**config.mk**
```make
export PLATFORM = sky130hd
export DESIGN_NAME = fis_top
export DESIGN_NICKNAME = d
export VERILOG_FILES = /design/src/hw/fis_pkg.sv /design/src/hw/fis_wire_if.sv /design/src/hw/fis_top.sv /design/src/hw/fis_vwire.sv
export SDC_FILE = /design/constraint.sdc
export NUM_CORES = 1
export LEC_CHECK = 0
export ABC_AREA = 0
export BUFFER_PORTS_ARGS = -buffer_cell sky130_fd_sc_hd__buf_2
export CORE_MARGIN = 1
export CORE_UTILIZATION = 40
export CTS_CLUSTER_DIAMETER = 200
export DETAILED_ROUTE_END_ITERATION = 7
export GPL_TIMING_DRIVEN = 0
export MAX_ROUTING_LAYER = met4
export SYNTH_ARGS = -nofsm -noshare
export SYNTH_HDL_FRONTEND = slang
export SYNTH_SLANG_ARGS = --single-unit
export TNS_END_PERCENT = 50
```
**constraint.sdc**
```tcl
create_clock -name clk_in -period 2.6 [get_ports clk_in]
set_clock_uncertainty 0.05 [all_clocks]
set_input_delay 0.78 -clock clk_in [delete_from_list [all_inputs] [get_ports clk_in]]
set_output_delay 0.78 -clock clk_in [all_outputs]
set_load 0.02 [all_outputs]
```
**src/hw/fis_pkg.sv**
```systemverilog
// Purpose: Shared constants and types for the function interrupt signaling block.
// Assumes: 32-bit AXI4-Lite register window with byte addresses below 0x40.
// Notes: Message kinds are the only enumeration that crosses module boundaries.
package fis_pkg;
  // Register byte offsets
  localparam logic [7:0] ADDR_CTRL = 8'h00;
  localparam logic [7:0] ADDR_PIN = 8'h04;
  localparam logic [7:0] ADDR_SRC_EN = 8'h08;
  localparam logic [7:0] ADDR_SRC_STAT = 8'h0c;
  localparam logic [7:0] ADDR_VEC_MASK = 8'h10;
  localparam logic [7:0] ADDR_MADDR_LO = 8'h14;
  localparam logic [7:0] ADDR_MADDR_HI = 8'h18;
  localparam logic [7:0] ADDR_MDATA = 8'h1c;
  localparam logic [7:0] ADDR_STATE = 8'h20;
  // Control register fields
  localparam int CTRL_DIS_BIT = 0;
  localparam int CTRL_MSI_BIT = 1;
  localparam int CTRL_MSIX_BIT = 2;
  localparam int CTRL_TC_LSB = 4;
  // Pin/line register fields
  localparam int PIN_LSB = 8;
  // State register fields
  localparam int ST_WIRE_BIT = 0;
  localparam int ST_MODE_BIT = 1;
  localparam int ST_BUSY_BIT = 2;
  localparam int ST_PEND_LSB = 8;
  // Reset values
  localparam logic [31:0] RST_ZERO = 32'h0000_0000;
  localparam logic [7:0] RST_LINE = 8'hff;
  // Link attribute, class and pin range values
  localparam logic [2:0] TC_ZERO = 3'h0;
  localparam logic [1:0] ATTR_ZERO = 2'h0;
  localparam logic [7:0] PIN_MIN = 8'h01;
  localparam logic [7:0] PIN_MAX = 8'h04;
  // Bus responses
  localparam logic [1:0] RESP_OKAY = 2'h0;
  localparam logic [1:0] RESP_SLVERR = 2'h2;
  typedef enum logic [1:0] {KIND_ASSERT, KIND_DEASSERT, KIND_MEMWR} fis_kind_e;
endpackage

```
**src/hw/fis_wire_if.sv**
```systemverilog
// Purpose: Carries one virtual wire request between controller and wire engine.
// Assumes: Both ends on the same clock.
// Notes: A request is taken in the cycle grant is high.
`timescale 1ns/1ps
interface fis_wire_if;
  logic want;       // Enabled condition pending, legacy mode
  logic grant;      // Output slot given to the wire engine
  logic req;        // Engine has a message to send
  logic req_assert; // 1 assert, 0 deassert
  logic asserted;   // Wire level as last sent
  modport engine (input want, input grant, output req, output req_assert, output asserted);
  modport ctrl (output want, output grant, input req, input req_assert, input asserted);
endinterface

```
**src/hw/fis_top.sv**
```systemverilog
// Purpose: Interrupt signaling for one link function, wire emulation and MSI/MSI-X.
// Assumes: Source events are one-cycle pulses from logic on clk_in.
// Notes: One message slot; the wire engine has priority over vectors.
//
// The AXI4-Lite slave port and the register addresses are this design's own decisions.
`timescale 1ns/1ps

// Overview of operation
// - Legacy interrupts go out as link messages; pin and line registers kept.
// - Four virtual wires A to D, each with assert and deassert messages.
// - Assert and deassert messages always go out as matched pairs.
// - The pin register reports 01 to 04, naming the wire used.
// - Wire mode and message mode are distinct, chosen by software settings.
// - An interrupting device implements MSI, MSI-X or both.
// - Each message-signaled interrupt is a memory write on the link.
// - Message-signaled interrupts are edge triggered only, never level.
// - Unmasking a vector with conditions still pending sends a new message.
// - Per-vector masking always for MSI-X, optional but advised for MSI.
// - A legacy endpoint with MSI supports the 32-bit or 64-bit address form.
// - A native endpoint with MSI supports the 64-bit address form.
// - No-snoop and relaxed-ordering attributes are zero on interrupt writes.
// - Wire messages use class TC0; interrupt writes may use any class.
// - Wire asserted only while disable bit is 0 and enabled condition pends.
// - One message each time unmasked, enabled, set goes false to true.
module fis_top
  import fis_pkg::*;
#(
  parameter int N_SRC = 8,               // Interrupt sources, one vector each
  parameter logic [7:0] PIN_VALUE = 8'h01, // Wire used: 1 A .. 4 D
  parameter bit MSI_PVM = 1'b1           // Per-vector masking also under MSI
) (
  input wire logic clk_in,                   // Core clock, 40 MHz
  input wire logic rst_n_in,                 // Async reset, active low
  input wire logic [7:0] s_axi_awaddr_in,    // Write address
  input wire logic s_axi_awvalid_in,         // Write address valid
  output logic s_axi_awready_out,            // Write address ready
  input wire logic [31:0] s_axi_wdata_in,    // Write data
  input wire logic [3:0] s_axi_wstrb_in,     // Write strobes
  input wire logic s_axi_wvalid_in,          // Write data valid
  output logic s_axi_wready_out,             // Write data ready
  output logic [1:0] s_axi_bresp_out,        // Write response
  output logic s_axi_bvalid_out,             // Write response valid
  input wire logic s_axi_bready_in,          // Write response ready
  input wire logic [7:0] s_axi_araddr_in,    // Read address
  input wire logic s_axi_arvalid_in,         // Read address valid
  output logic s_axi_arready_out,            // Read address ready
  output logic [31:0] s_axi_rdata_out,       // Read data
  output logic [1:0] s_axi_rresp_out,        // Read response
  output logic s_axi_rvalid_out,             // Read data valid
  input wire logic s_axi_rready_in,          // Read data ready
  input wire logic [N_SRC-1:0] src_event_in, // Interrupt condition pulses
  output logic msg_valid_out,                // Link message offered
  input wire logic msg_ready_in,             // Link takes message
  output logic [1:0] msg_kind_out,           // fis_kind_e code
  output logic [63:0] msg_addr_out,          // Write address, zero for wires
  output logic msg_addr64_out,               // 64-bit address form in use
  output logic [31:0] msg_data_out,          // Write data or wire index
  output logic [2:0] msg_tc_out,             // Traffic class
  output logic [1:0] msg_attr_out,           // No-snoop, relaxed ordering
  output logic wire_level_out                // Virtual wire level as sent
);
  localparam int VW = (N_SRC > 1) ? $clog2(N_SRC) : 1;

  typedef struct packed {
    logic aw_got;
    logic [7:0] aw_addr;
    logic w_got;
    logic [31:0] w_data;
    logic [3:0] w_strb;
    logic bvalid;
    logic [1:0] bresp;
    logic rvalid;
    logic [31:0] rdata;
    logic [1:0] rresp;
    logic ctrl_dis;
    logic msi_en;
    logic msix_en;
    logic [2:0] msi_tc;
    logic [7:0] int_line;
    logic [N_SRC-1:0] src_en;
    logic [N_SRC-1:0] src_stat;
    logic [N_SRC-1:0] vec_mask;
    logic [31:0] maddr_lo;
    logic [31:0] maddr_hi;
    logic [31:0] mdata;
    logic [N_SRC-1:0] comb_prev;
    logic [N_SRC-1:0] vec_pend;
    logic m_valid;
    fis_kind_e m_kind;
    logic [63:0] m_addr;
    logic m_addr64;
    logic [31:0] m_data;
    logic [2:0] m_tc;
  } fis_state_s;

  fis_state_s q;
  fis_state_s d;
  fis_wire_if wire_if ();

  logic msi_mode;
  logic [N_SRC-1:0] cond;
  logic [N_SRC-1:0] mask_eff;
  logic [N_SRC-1:0] comb_now;
  logic slot_free;

  // Byte-lane merge for partial writes
  function automatic logic [31:0] merge(input logic [31:0] old, input logic [31:0] wd,
                                        input logic [3:0] strb);
    logic [31:0] r;
    r = old;
    for (int b = 0; b < 4; b++) begin
      if (strb[b]) begin
        r[8*b +: 8] = wd[8*b +: 8];
      end
    end
    return r;
  endfunction

  // Interrupt conditions and mode selection
  assign msi_mode = q.msi_en | q.msix_en;
  assign cond = q.src_stat & q.src_en;
  // MSI-X always masks; MSI masks only when the option is built in
  assign mask_eff = (q.msix_en || MSI_PVM) ? q.vec_mask : '0;
  assign comb_now = msi_mode ? (cond & ~mask_eff) : '0;
  assign wire_if.want = !q.ctrl_dis && !msi_mode && (|cond);
  assign slot_free = !q.m_valid || msg_ready_in;
  assign wire_if.grant = slot_free && wire_if.req;

  fis_vwire u_vwire (
    .clk_in(clk_in),
    .rst_n_in(rst_n_in),
    .wire_if(wire_if.engine)
  );

  // Bus handshakes
  assign s_axi_awready_out = !q.aw_got && !q.bvalid;
  assign s_axi_wready_out = !q.w_got && !q.bvalid;
  assign s_axi_arready_out = !q.rvalid;
  assign s_axi_bvalid_out = q.bvalid;
  assign s_axi_bresp_out = q.bresp;
  assign s_axi_rvalid_out = q.rvalid;
  assign s_axi_rdata_out = q.rdata;
  assign s_axi_rresp_out = q.rresp;

  // Link message port, data from the message registers, attributes tied to ATTR_ZERO
  assign msg_valid_out = q.m_valid;
  assign msg_kind_out = q.m_kind;
  assign msg_addr_out = q.m_addr;
  assign msg_addr64_out = q.m_addr64;
  assign msg_data_out = q.m_data;
  assign msg_tc_out = q.m_tc;
  assign msg_attr_out = ATTR_ZERO;
  assign wire_level_out = wire_if.asserted;

  // Next state: bus slave, registers, vector tracking, message slot
  always_comb begin
    logic [N_SRC-1:0] clr;
    logic [N_SRC-1:0] send;
    logic [VW-1:0] idx;
    logic [31:0] mw;
    d = q;
    clr = '0;
    send = '0;
    idx = '0;
    mw = '0;
    // Address and data may arrive in either order
    if (s_axi_awvalid_in && s_axi_awready_out) begin
      d.aw_got = 1'b1;
      d.aw_addr = s_axi_awaddr_in;
    end
    if (s_axi_wvalid_in && s_axi_wready_out) begin
      d.w_got = 1'b1;
      d.w_data = s_axi_wdata_in;
      d.w_strb = s_axi_wstrb_in;
    end
    if (q.bvalid && s_axi_bready_in) begin
      d.bvalid = 1'b0;
    end
    if (q.aw_got && q.w_got) begin
      d.aw_got = 1'b0;
      d.w_got = 1'b0;
      d.bvalid = 1'b1;
      d.bresp = RESP_OKAY;
      unique case (q.aw_addr)
        ADDR_CTRL: begin
          mw = merge({24'h0, 1'b0, q.msi_tc, 1'b0, q.msix_en, q.msi_en, q.ctrl_dis},
                     q.w_data, q.w_strb);
          d.ctrl_dis = mw[CTRL_DIS_BIT];
          d.msi_en = mw[CTRL_MSI_BIT];
          d.msix_en = mw[CTRL_MSIX_BIT];
          d.msi_tc = mw[CTRL_TC_LSB +: 3];
        end
        ADDR_PIN: d.int_line = 8'(merge({24'h0, q.int_line}, q.w_data, q.w_strb));
        ADDR_SRC_EN: d.src_en = N_SRC'(merge(32'(q.src_en), q.w_data, q.w_strb));
        ADDR_SRC_STAT: clr = N_SRC'(merge(32'h0, q.w_data, q.w_strb));
        ADDR_VEC_MASK: d.vec_mask = N_SRC'(merge(32'(q.vec_mask), q.w_data, q.w_strb));
        ADDR_MADDR_LO: d.maddr_lo = merge(q.maddr_lo, q.w_data, q.w_strb);
        ADDR_MADDR_HI: d.maddr_hi = merge(q.maddr_hi, q.w_data, q.w_strb);
        ADDR_MDATA: d.mdata = merge(q.mdata, q.w_data, q.w_strb);
        ADDR_STATE: d.bresp = RESP_OKAY;
        default: d.bresp = RESP_SLVERR;
      endcase
    end
    // Reads answer one cycle after the address is taken
    if (q.rvalid && s_axi_rready_in) begin
      d.rvalid = 1'b0;
    end
    if (s_axi_arvalid_in && s_axi_arready_out) begin
      d.rvalid = 1'b1;
      d.rresp = RESP_OKAY;
      d.rdata = '0;
      unique case (s_axi_araddr_in)
        ADDR_CTRL: d.rdata = {24'h0, 1'b0, q.msi_tc, 1'b0, q.msix_en, q.msi_en, q.ctrl_dis};
        ADDR_PIN: d.rdata = {16'h0, PIN_VALUE, q.int_line};
        ADDR_SRC_EN: d.rdata = 32'(q.src_en);
        ADDR_SRC_STAT: d.rdata = 32'(q.src_stat);
        ADDR_VEC_MASK: d.rdata = 32'(q.vec_mask);
        ADDR_MADDR_LO: d.rdata = q.maddr_lo;
        ADDR_MADDR_HI: d.rdata = q.maddr_hi;
        ADDR_MDATA: d.rdata = q.mdata;
        ADDR_STATE: begin
          d.rdata[ST_WIRE_BIT] = wire_if.asserted;
          d.rdata[ST_MODE_BIT] = msi_mode;
          d.rdata[ST_BUSY_BIT] = q.m_valid;
          d.rdata[ST_PEND_LSB +: N_SRC] = q.vec_pend;
        end
        default: d.rresp = RESP_SLVERR;
      endcase
    end
    // Sticky status; a new event beats a clear in the same cycle
    d.src_stat = (q.src_stat & ~clr) | src_event_in;
    // Only false-to-true edges schedule a write, so no level form exists
    d.comb_prev = comb_now;
    d.vec_pend = (q.vec_pend | (comb_now & ~q.comb_prev)) & ~mask_eff;
    if (!msi_mode) begin
      d.vec_pend = '0;
    end
    send = d.vec_pend;
    for (int i = N_SRC - 1; i >= 0; i--) begin
      if (send[i]) begin
        idx = VW'(i);
      end
    end
    // Message slot; the wire engine goes first
    if (q.m_valid && msg_ready_in) begin
      d.m_valid = 1'b0;
    end
    if (slot_free && wire_if.req) begin
      d.m_valid = 1'b1;
      d.m_kind = wire_if.req_assert ? KIND_ASSERT : KIND_DEASSERT;
      d.m_addr = '0;
      d.m_addr64 = 1'b0;
      d.m_data = 32'(2'(PIN_VALUE - PIN_MIN));
      d.m_tc = TC_ZERO;
    end else if (slot_free && (|send)) begin
      d.m_valid = 1'b1;
      d.m_kind = KIND_MEMWR;
      d.m_addr = {q.maddr_hi, q.maddr_lo[31:2], 2'b00};
      d.m_addr64 = |q.maddr_hi;
      d.m_data = q.mdata | 32'(idx);
      d.m_tc = q.msi_tc;
      d.vec_pend[idx] = 1'b0;
    end
  end

  always_ff @(posedge clk_in or negedge rst_n_in) begin
    if (!rst_n_in) begin
      q <= '0;
      q.int_line <= RST_LINE;
      q.m_kind <= KIND_ASSERT;
    end else begin
      q <= d;
    end
  end

  attr_zero_a: assert property (@(posedge clk_in) disable iff (!rst_n_in)
    msg_valid_out |-> (msg_attr_out == ATTR_ZERO))
    else $error("interrupt message with nonzero attributes");
  wire_class_a: assert property (@(posedge clk_in) disable iff (!rst_n_in)
    (msg_valid_out && (msg_kind_out != KIND_MEMWR)) |-> (msg_tc_out == TC_ZERO))
    else $error("wire message not on class zero");
  msi_no_assert_a: assert property (@(posedge clk_in) disable iff (!rst_n_in)
    (msi_mode && wire_if.req) |-> !wire_if.req_assert)
    else $error("wire assert requested in message mode");
  assert_cause_a: assert property (@(posedge clk_in) disable iff (!rst_n_in)
    (wire_if.grant && wire_if.req_assert) |-> (!q.ctrl_dis && (|cond)))
    else $error("wire asserted without enabled pending condition");
  msi_edge_a: assert property (@(posedge clk_in) disable iff (!rst_n_in)
    ((|(comb_now & ~q.comb_prev)) && slot_free && !wire_if.req) |=>
      (msg_valid_out && (msg_kind_out == KIND_MEMWR)))
    else $error("condition edge did not launch a memory write");
  no_level_a: assert property (@(posedge clk_in) disable iff (!rst_n_in)
    ((comb_now & ~q.comb_prev) == '0) |=> ((q.vec_pend & ~$past(q.vec_pend)) == '0))
    else $error("vector scheduled without a condition edge");
  pin_range_a: assert property (@(posedge clk_in) disable iff (!rst_n_in)
    (s_axi_arvalid_in && s_axi_arready_out && (s_axi_araddr_in == ADDR_PIN)) |=>
      (s_axi_rdata_out[PIN_LSB +: 8] >= PIN_MIN && s_axi_rdata_out[PIN_LSB +: 8] <= PIN_MAX))
    else $error("pin register outside one to four");
  bresp_hold_a: assert property (@(posedge clk_in) disable iff (!rst_n_in)
    (s_axi_bvalid_out && !s_axi_bready_in) |=> (s_axi_bvalid_out && $stable(s_axi_bresp_out)))
    else $error("write response dropped before taken");
  // Message port, mode separation and bus answer checks
  msg_hold_a: assert property (@(posedge clk_in) disable iff (!rst_n_in)
    (msg_valid_out && !msg_ready_in) |=> (msg_valid_out && $stable(msg_kind_out)
      && $stable(msg_addr_out) && $stable(msg_data_out)))
    else $error("message changed before taken");
  memwr_form_a: assert property (@(posedge clk_in) disable iff (!rst_n_in)
    (msg_valid_out && (msg_kind_out == KIND_MEMWR)) |->
      ((msg_addr_out[1:0] == 2'b00) && (msg_addr64_out == (|msg_addr_out[63:32]))))
    else $error("memory write address form wrong");
  wire_index_a: assert property (@(posedge clk_in) disable iff (!rst_n_in)
    (msg_valid_out && (msg_kind_out != KIND_MEMWR)) |->
      (msg_data_out == 32'(PIN_VALUE - PIN_MIN)))
    else $error("wire message names the wrong wire");
  mode_apart_a: assert property (@(posedge clk_in) disable iff (!rst_n_in)
    msi_mode |-> !wire_if.want)
    else $error("wire wanted in message mode");
  wire_stays_a: assert property (@(posedge clk_in) disable iff (!rst_n_in)
    (msi_mode && !wire_if.asserted) |=> !wire_if.asserted)
    else $error("wire asserted in message mode");
  dis_quiet_a: assert property (@(posedge clk_in) disable iff (!rst_n_in)
    (q.ctrl_dis && !wire_if.asserted) |=> !wire_if.asserted)
    else $error("wire asserted while disabled");
  msix_mask_a: assert property (@(posedge clk_in) disable iff (!rst_n_in)
    q.msix_en |-> ((comb_now & q.vec_mask) == '0))
    else $error("masked vector live under MSI-X");
  pend_clear_a: assert property (@(posedge clk_in) disable iff (!rst_n_in)
    !msi_mode |=> (q.vec_pend == '0))
    else $error("vector pending outside message mode");
  write_resp_a: assert property (@(posedge clk_in) disable iff (!rst_n_in)
    (q.aw_got && q.w_got) |=> s_axi_bvalid_out)
    else $error("write response missing");
  read_resp_a: assert property (@(posedge clk_in) disable iff (!rst_n_in)
    (s_axi_arvalid_in && s_axi_arready_out) |=> s_axi_rvalid_out)
    else $error("read response missing");
  rdata_hold_a: assert property (@(posedge clk_in) disable iff (!rst_n_in)
    (s_axi_rvalid_out && !s_axi_rready_in) |=> (s_axi_rvalid_out && $stable(s_axi_rdata_out)))
    else $error("read data dropped before taken");
endmodule

```
**src/hw/fis_vwire.sv**
```systemverilog
// Purpose: Virtual interrupt wire engine that turns a level into message pairs.
// Assumes: Grant only arrives while req is high.
// Notes: Asserts and deasserts strictly alternate, starting from deasserted.
`timescale 1ns/1ps
module fis_vwire
  import fis_pkg::*;
(
  input wire logic clk_in,     // Core clock
  input wire logic rst_n_in,   // Async reset, active low
  fis_wire_if.engine wire_if   // Request port
);
  typedef enum logic {WIRE_LOW, WIRE_HIGH} fis_vw_e;
  typedef struct packed {
    fis_vw_e st;
  } fis_vw_s;
  fis_vw_s q;
  fis_vw_s d;

  // Message wanted whenever the sent level differs from the wanted one
  assign wire_if.req = (q.st == WIRE_LOW) ? wire_if.want : !wire_if.want;
  assign wire_if.req_assert = (q.st == WIRE_LOW);
  assign wire_if.asserted = (q.st == WIRE_HIGH);

  // Level only flips once the message is taken, keeping the pairs matched
  always_comb begin
    d = q;
    if (wire_if.grant && wire_if.req) begin
      unique case (q.st)
        WIRE_LOW: d.st = WIRE_HIGH;
        WIRE_HIGH: d.st = WIRE_LOW;
      endcase
    end
  end

  always_ff @(posedge clk_in or negedge rst_n_in) begin
    if (!rst_n_in) begin
      q <= '{st: WIRE_LOW};
    end else begin
      q <= d;
    end
  end

  wire_pair_a: assert property (@(posedge clk_in) disable iff (!rst_n_in)
    (wire_if.grant && wire_if.req && wire_if.req_assert) |=>
      (wire_if.asserted && !wire_if.req_assert))
    else $error("assert message not followed by asserted level");
  deassert_due_a: assert property (@(posedge clk_in) disable iff (!rst_n_in)
    (wire_if.asserted && !wire_if.want) |-> (wire_if.req && !wire_if.req_assert))
    else $error("deassert not requested after condition cleared");
endmodule

```
---- Yosys cells after proc, flatten, opt, wreduce, memory -nomap -nowiden ----
Index checks and enable logic that the tools add are counted.
cells by class
  magnitude comparators ................... 2
  equal/unequal tests ..................... 16
  $mul .................................... 0
  add/subtract/negate cells ............... 0
  reduce and logical (&&, ||, !) cells .... 53
  mux-type cells .......................... 36
  divide/modulo/power cells ............... 0
  bitwise logic cells ..................... 15
  shift-type cells ........................ 0
operator list
  cell                                                              count
  111-bit two-way mux                                               1
  103-bit two-way mux                                               1
  8-bit by 5-bit == test with 1-bit output (second input constant)  8
  8-bit bitwise AND                                                 6
  8-bit two-way mux                                                 6
  16-bit case mux with 3 select lines                               1
  3-bit AND reduction                                               16
  5-bit case mux with 8 select lines                                1
  8-bit case mux with 5 select lines                                1
  37-bit two-way mux                                                1
  35-bit two-way mux                                                1
  8-bit by 4-bit == test with 1-bit output (second input constant)  4
  8-bit inverter                                                    4
  32-bit by 3-bit bitwise OR with 32-bit output                     1
  32-bit OR reduction                                               1
  3-bit two-way mux                                                 9
  3-bit case mux with 9 select lines                                1
  9-bit OR reduction                                                2
  8-bit by 3-bit == test with 1-bit output (second input constant)  2
  8-bit by 6-bit == test with 1-bit output (second input constant)  2
  8-bit zero test                                                   2
  8-bit bitwise OR                                                  2
  8-bit OR reduction                                                2
  1-bit logical AND                                                 15
  other kinds (13)                                                  32
word-level totals
  bits in latches ......................... 0
  bits of input ports ..................... 68
  memories kept ........................... 0
  memory bits (writable) .................. 0
  output and inout port bits .............. 147
  register bits ........................... 338
  logic and storage cells ................. 161
  memory bits (read-only) ................. 0

---- Logic depth before layout (Yosys ltp) ----
Gate-level depths: netlist (run 1).
  depth in word-level cells ............... 23
  gate-level depth with buffers ........... 8
  gate-level depth less buffers ........... 6

---- Modules after synthesis ----
From an unflattened synthesis (run 1), not the netlist that was laid out.
unflattened totals
  cells, all modules ...................... 1168
  area, all modules ....................... 14777.9 µm²
by module, submodules not included
  module     cells an instance  sequential area each (µm²)  area an instance (µm²)  instances
  fis_top    1164               8343.0                      14725.4                 1
  fis_vwire  4                  25.0                        52.6                    1

---- Worst setup path after synthesis (run 1) ----
Ideal clock, no wire load.
  kind .................................... in2reg
  start ................................... in s_axi_araddr_in[2]
  end ..................................... reg q, in the netlist s_axi_rdata_out[10]
  setup time .............................. 0.066 ns
  stages on the path ...................... 6
  required time ........................... 2.484 ns
  arrival time ............................ 2.283 ns
  slack ................................... 0.202 ns
  path through ............................ nor4_1 -> and4b_1 -> buf_2 -> a22oi_1 -> nand2_1 -> a22o_1
on the way
  cells in the longest elaborated chain, start to end .. 2
  elaborated cells between the ends (all ways) .. 6
ends and longest elaborated chain
  item                                                                    line            source
  start: declaration                                                      fis_top.sv:44   input wire logic [7:0] s_axi_araddr_in,
  8-bit by 6-bit == test with 1-bit output, or another cell as far along  fis_top.sv:212  unique case (s_axi_araddr_in)
  8-bit case mux with 5 select lines (*)                                  fis_top.sv:212
  end: declaration                                                        fis_top.sv:96   fis_state_s q;
Mark *: on every way between the ends. The rest lies on a longest branch, timed or not.
A chain may end at the register's enable or synchronous reset.

---- Final worst setup path (run 1) ----
  start ................................... in s_axi_araddr_in[3]
  end ..................................... reg q, in the netlist s_axi_rdata_out[7]
on the way
  cells in the longest elaborated chain, start to end .. 2
  elaborated cells between the ends (all ways) .. 9
ends and longest elaborated chain
  item                                                                    line
  8-bit by 5-bit == test with 1-bit output, or another cell as far along  fis_top.sv:212
  5-bit case mux with 8 select lines (*)                                  fis_top.sv:212
Marked as above.

==> results of run 1 <==
## per-layer routing
layer / vias up / part of all wire / global-route usage
met5: - / 0 / -
met4: 0 / 0.029 / 0.0770
met3: 85 / 0.055 / 0.0302
met2: 381 / 0.46 / 0.360
met1: 5215 / 0.46 / 0.332
li1: 4612 / - / -
## worst paths after layout
kind                                startpoint             endpoint
max in group asynchronous             rst_n_in               q[139]
hold reg to reg            s_axi_rdata_out[29]  s_axi_rdata_out[29]
min in group clk_in            s_axi_bready_in     s_axi_bvalid_out
setup / recovery            s_axi_araddr_in[3]   s_axi_rdata_out[7]
setup reg to reg                        q[333]               q[129]
hold / removal                        rst_n_in               q[299]
## final cells by class
cell class | count | area, µm² | area share
flip-flops and latches | 334 | 8370 | 0.468
multi-input cells | 619 | 5130 | 0.287
plain buffers | 187 | 1290 | 0.0719
clock buffers | 60 | 1210 | 0.0674
repair buffers | 212 | 1130 | 0.0633
well taps | 461 | 577 | 0.0322
clock inverters | 10 | 170 | 0.00951
inverters | 6 | 22.5 | 0.00126
diodes | 1 | 2.50 | 0.000140
## sequential cells by signal, summed over array words and instances (netlist names), 2 cells and up
register         count
msg_data_out        32
s_axi_rdata_out     32
msg_tc_out           3
q                  188
mask_eff             8
msg_addr_out        62
msg_kind_out         2
## through the flow
stage | TNS (ns) | total power [mW]
detailed placement | -63.71 | 9.48
global placement | -1965.17 | 9.40
floorplan | 0 | 8.11
finish | 0 | 15.3
global route | -0.270 | 15.9
CTS | -1.33 | 15.3
## critical path, stage by stage
cell,delay (ns)
buf_2,0.13
buf_2,0.19
nor4b_2,0.94
a22oi_1,0.28
o32ai_1,0.33
a221oi_1,0.16
o21ai_0,0.17
## kinds of logic after synthesis
family | count (synthesis)
flops | 334
xor+xnor | 1
simple gates | 179
compound gates | 248
other cells | 1
buf+inv | 193
mux | 185
## synthesized netlist by cell type (2+ instances only)
cell type  number
o31ai_1         4
o31ai_2         2
a31oi_1         3
nor2b_1         3
o31a_1          2
inv_1           6
a22oi_1        23
nand4_1         5
o21ai_0        35
mux2_2        178
nor3_1         19
buf_6           2
and3_1          3
o21a_1          3
buf_1           2
and2_1          3
nand2_1        66
a21oi_1        12
nor4_1         12
dfstp_2         8
buf_2          18
a22o_1        110
o22ai_1         3
clkbuf_1       24
or2_2           3
a222oi_1       22
mux2i_1         4
a21o_1         12
a211oi_1        2
or3_1           2
dfrtp_1       326
buf_4         141
mux4_2          3
nand3_1        12
a221oi_1        2
nand2b_1        8
a2111oi_0       3
nor2_1         36
o21ba_2         2
## power groups by stage
stage	Clock, mW	Sequential (mW)	Combinational, mW
after floorplan	0	6.36	1.75
after global placement	0	6.69	2.71
after detailed placement	0	6.72	2.76
after CTS	5.84	6.63	2.87
after global routing	6.06	6.74	3.08
final	5.75	6.64	2.89
## what timing repair did
| item | 4_1_cts | 5_1_grt |
|---|---|---|
| pin swaps | 2 | 1 |
| endpoints found under the setup margin | 170 | 183 |
| setup buffers | 1 | 0 |
| gates resized for setup | 20 | 26 |
| endpoints found under the hold margin | 0 | 0 |
==> metrics.yaml, run 1 <==
slew_headroom: 0.293
cap_viol_max_count: 0
holdBufCountCts: 0
final_cell_mix: "dfrtp_1 (324), buf_2 (224), mux2_2 (178)"
start_util: 0.409
synth-simple-area-share: 0.0589
worst_slack_ns: 0.0167
p_seq_frac: 0.435
synthAdderAreaFrac: 0
synth_area_um2: 14600
final_area_um2: 17900
ys_types: 56
die-area_um2: 37300
avgViaCountPerCell: 5.45
setup_viol: 0
place_congestion: 0.925
yosys_register_bits: 334
p_sw_mw: 4.72
r2r_slack_ns: 0.06
place_hpwl_um: 30700
die_w_um: 193
cp-end-kind: "register"
irDropWorstVdd_uv: 502
syn2layout_area_growth_pct: 22.4
switching_share: 0.309
fillers: 3267
status: "finished, violations left"
pre_cts_ws_ns: -1.27
cts_buffer_depth: 3
synth_area_leaders: "dfrtp_1 (56%), mux2_2 (14%), buf_4 (7.2%)"
dp_cells: 1818
grt_pass1_wl_um: 65300
cp.required_ns: 3.00
p_per_area_nw_per_um2: 854
synth_compound_area_frac: 0.136
drc: 14
synth.avg_cell_area_um2: 12.8
root_buffer: "clkbuf_16"
fin_nets: 1467
final_common_cell: "dfrtp_1"
synthFlopType: "dfrtp_1"
tightestPinTransition_ns: 1.06
cp_max_fo: 10
rows: 69
arrival_ns: 2.98
leakage_nw: 9.06
die_height_um: 193
core-area_um2: 35700
hold_violations: 0
detail_route.wl_per_cell_um: 22.8
drtIter0Drc: 835
synth_top_area_share: 0.558
numCtsBuffers: 39
whs_ns: 0.281
ff2ff_path_depth: 5
synth_top_family_by_area: "multiplexers"
port_buffers: 208
period_share: 0.994
yosysTopAreaCell: "dfrtp_1"
synth_edf_count: 0
power_frac_comb: 0.189
numClockSinks: 334
clk_latency_ns: 0.52
crit_type: "input port to register"
rsz0062_at_grt: "true"
synth_mux_area_frac: 0.144
synth-xor-area-share: 0.000599
postPlaceCellArea_um2: 16300
ys_seq_area_frac: 0.572
grt_usage: 0.237
final_cells: 1890
grt_pass1_vias: 10450
drive_gt1_frac: 0.468
period_needed_ns: 2.58
p_int_mw: 10.6
clock.fmax_mhz: 387
drtPass1Iterations: 8
drt_wl_total_um: 43100
io_pins: 215
postLayoutCoreUtil: 0.501
grt_max_degree: 117
synth_cells: 1141
startpoint_type: "input port"
violations: "design-rule violations"
finalMaxSlewViolations: 0
clkTransAtPathRegs_ns: 0.06
num_vias: 10293
grt.overflow.total: 0
synth_async_sr_flop_share: 1.00
yosysWarnings: 0
cts_htree_levels: 2
pwr-share-clk: 0.376
ant_nets: 0
hold_path_class: "input port to asynchronous set/reset pin"
grt_antenna_before_repair: 2
cts_tree: "done"
Power figures use the tool's default switching activity.
==> run 2, diff against run 1 <==
==> constraint.sdc (replaced) <==
create_clock -name clk_in -period 2.6 [get_ports clk_in]
set_clock_uncertainty 0.05 [all_clocks]
set_input_delay 0.26 -clock clk_in [delete_from_list [all_inputs] [get_ports clk_in]]
set_output_delay 0.26 -clock clk_in [all_outputs]
set_load 0.02 [all_outputs]
==> metrics.yaml, run 2 (synthesis gave the netlist of run 1 again) <==
clkTransAtPathRegs_ns: 0.05  # about the same
grt_pass1_wl_um: 66300  # +1.5%
die-area_um2: 37300  # unchanged
grt_max_degree: 117  # unchanged
cts_htree_levels: 2  # unchanged
antenna_cells: 0  # -1
p_seq_frac: 0.433  # -0.002
postLayoutCoreUtil: 0.515  # +0.0143
timing.rr.end: "q[129]"
numClockSinks: 334  # unchanged
io_pins: 215  # unchanged
final_cell_mix: "dfrtp_1 (324), buf_2 (224), mux2_2 (178)"
leakage_nw: 9.26  # +2.2%
drc: 14  # unchanged
postPlaceCellArea_um2: 16300  # unchanged
die_w_um: 193  # unchanged
detail_route.wl_per_cell_um: 22.4  # -1.8%
place_congestion: 0.925  # unchanged
grt-busiest-layer: "met2"
num_vias: 10521  # +2.2%
drt_wl_total_um: 43500  # +0.98%
cts_tree: "done"
cp.required_ns: 2.95  # -0.05 ns
final_cells: 1944  # +2.9%
r2r_slack_ns: 0.06  # about the same
root_buffer: "clkbuf_16"
dp_cells: 1818  # unchanged
drive_gt1_frac: 0.444  # -0.0248
hold_path_class: "input port to register"
crit_type: "register to register"
cp_max_fo: 8  # -2
fin_nets: 1522  # +3.7%
die_height_um: 193  # unchanged
arrival_ns: 2.89  # -0.09 ns
grt.overflow.total: 0  # unchanged
p_per_area_nw_per_um2: 834  # -2.3%
place_hpwl_um: 30700  # unchanged
cp-end-kind: "register"
setup_viol: 0  # unchanged
drtIter0Drc: 949  # +14%
grt_pass1_vias: 10672  # +2.1%
final_area_um2: 18400  # +2.9%
finalMaxSlewViolations: 0  # unchanged
slew_headroom: 0.266  # -0.0274
power.total_mw: 15.4  # +0.47%
clock.fmax_mhz: 394  # +1.7%
period_share: 0.977  # -0.0167
drtPass1Iterations: 8  # unchanged
rsz0062_at_grt: "true"
pwr-share-clk: 0.375  # about the same
violations: "design-rule violations"
start_util: 0.409  # unchanged
ant_nets: 0  # unchanged
startpoint_type: "register"
power_frac_comb: 0.192  # +0.003
regMostFlops: "q"
core-area_um2: 35700  # unchanged
period_needed_ns: 2.54  # -0.0434 ns
p_sw_mw: 4.74  # +0.38%
p_int_mw: 10.6  # +0.50%
grt_antenna_before_repair: 1  # -1
port_buffers: 208  # unchanged
switching_share: 0.309  # about the same
final_common_cell: "dfrtp_1"
whs_path_depth: 4
cap_viol_max_count: 0  # unchanged
hold_violations: 0  # unchanged
grt_usage: 0.241  # +0.00313
rr_startpoint: "q[333]"
rows: 69  # unchanged
clk_latency_ns: 0.52  # about the same
hold_start: "msg_ready_in"
numCtsBuffers: 39  # unchanged
status: "finished, violations left"
ff2ff_path_depth: 5  # unchanged
use_met1: 0.335  # +0.00276
avgViaCountPerCell: 5.41  # -0.62%
largest_reg_flops: 188  # unchanged
gr-usage-met3: 0.0291  # -0.00105
met2_usage: 0.367  # +0.00765
cts_buffer_depth: 3  # unchanged
tightestPinTransition_ns: 1.10  # +0.0410 ns
syn2layout_area_growth_pct: 25.9
irDropWorstVdd_uv: 509  # +1.4%
holdPathEnd: "u_vwire.wire_if.asserted"
-- run 2: changes by cell type in the layout (fill, tap and decap cells not counted) --
cell,delta
nor2_4,-2
nor3_4,-1
nor3b_2,-1
buf_1,+2
clkbuf_1,+7
nor3_1,+1
nor3b_1,+1
diode_2,-1
clkbuf_2,-9
nor2_2,+2
dlygate4sd3_1,+55
-- run 2: per-layer routing --
metal  vias to the layer above  share of wire
li1                       4714              -
met5                         -              0
met3                        90          0.049
met1                      5352           0.46
met4                         0          0.029
met2                       365           0.46
-- run 2: worst max-delay path by stage --
stage / startpoint / to / slack (ns) / cells past startpoint
after CTS: q[333] / q[199] / -0.11 / 5
after global routing: q[333] / q[129] / -0.04 / 5
final: q[333] / q[129] / 0.06 / 5
after detailed placement: s_axi_araddr_in[5] / s_axi_rdata_out[15] / -0.75 / 8
after floorplan: s_axi_bvalid_out / q[297] / 0.41 / 5
after global placement: rst_n_in / msg_data_out[18] / -5.24 / 1
-- run 2: power groups by stage --
| stage | clock [mW] | sequential (mW) | combinational (mW) |
|---|---|---|---|
| 2_1_floorplan | 0 | 6.36 | 1.75 |
| 3_3_place_gp | 0 | 6.69 | 2.71 |
| 3_5_place_dp | 0 | 6.72 | 2.76 |
| 4_1_cts | 5.84 | 6.63 | 2.93 |
| 5_1_grt | 6.06 | 6.74 | 3.14 |
| 6_report | 5.76 | 6.64 | 2.95 |
-- run 2: critical path: stages, from the launching register on --
cell     delay, ns
dfrtp_1       0.40
nor3_1        0.39
nand2_1       0.19
nor2_1        0.38
nand3_1       0.53
mux2_2        0.46
-- run 2: metrics by stage --
stage	setup TNS, ns	setup WS (ns)	hold WS [ns]
after floorplan	0	0.411	-0.0856
after global placement	-1769.38	-5.24	0.388
after detailed placement	-41.86	-0.750	0.337
after CTS	-1.33	-0.112	0.0129
after global routing	-0.0741	-0.0366	0.0550
final	0	0.0601	0.0142
-- run 2: cell type report --
cell class	count	area [µm²]
buffer	187	1280
clock buffer	60	1210
clock inverter	10	170
fill	3204	17300
inverter	6	22.5
multi-input combinational	619	5100
sequential	334	8370
tap	461	577
timing repair buffer	267	1680
-- run 2: timing repair --
action / CTS / global route
pin swaps: 1 / 1
hold buffers: 55 / 0
endpoints found under the setup margin: 164 / 157
hold endpoints to repair: 158 / 0
gates resized for setup: 13 / 17
setup buffers: 1 / 0
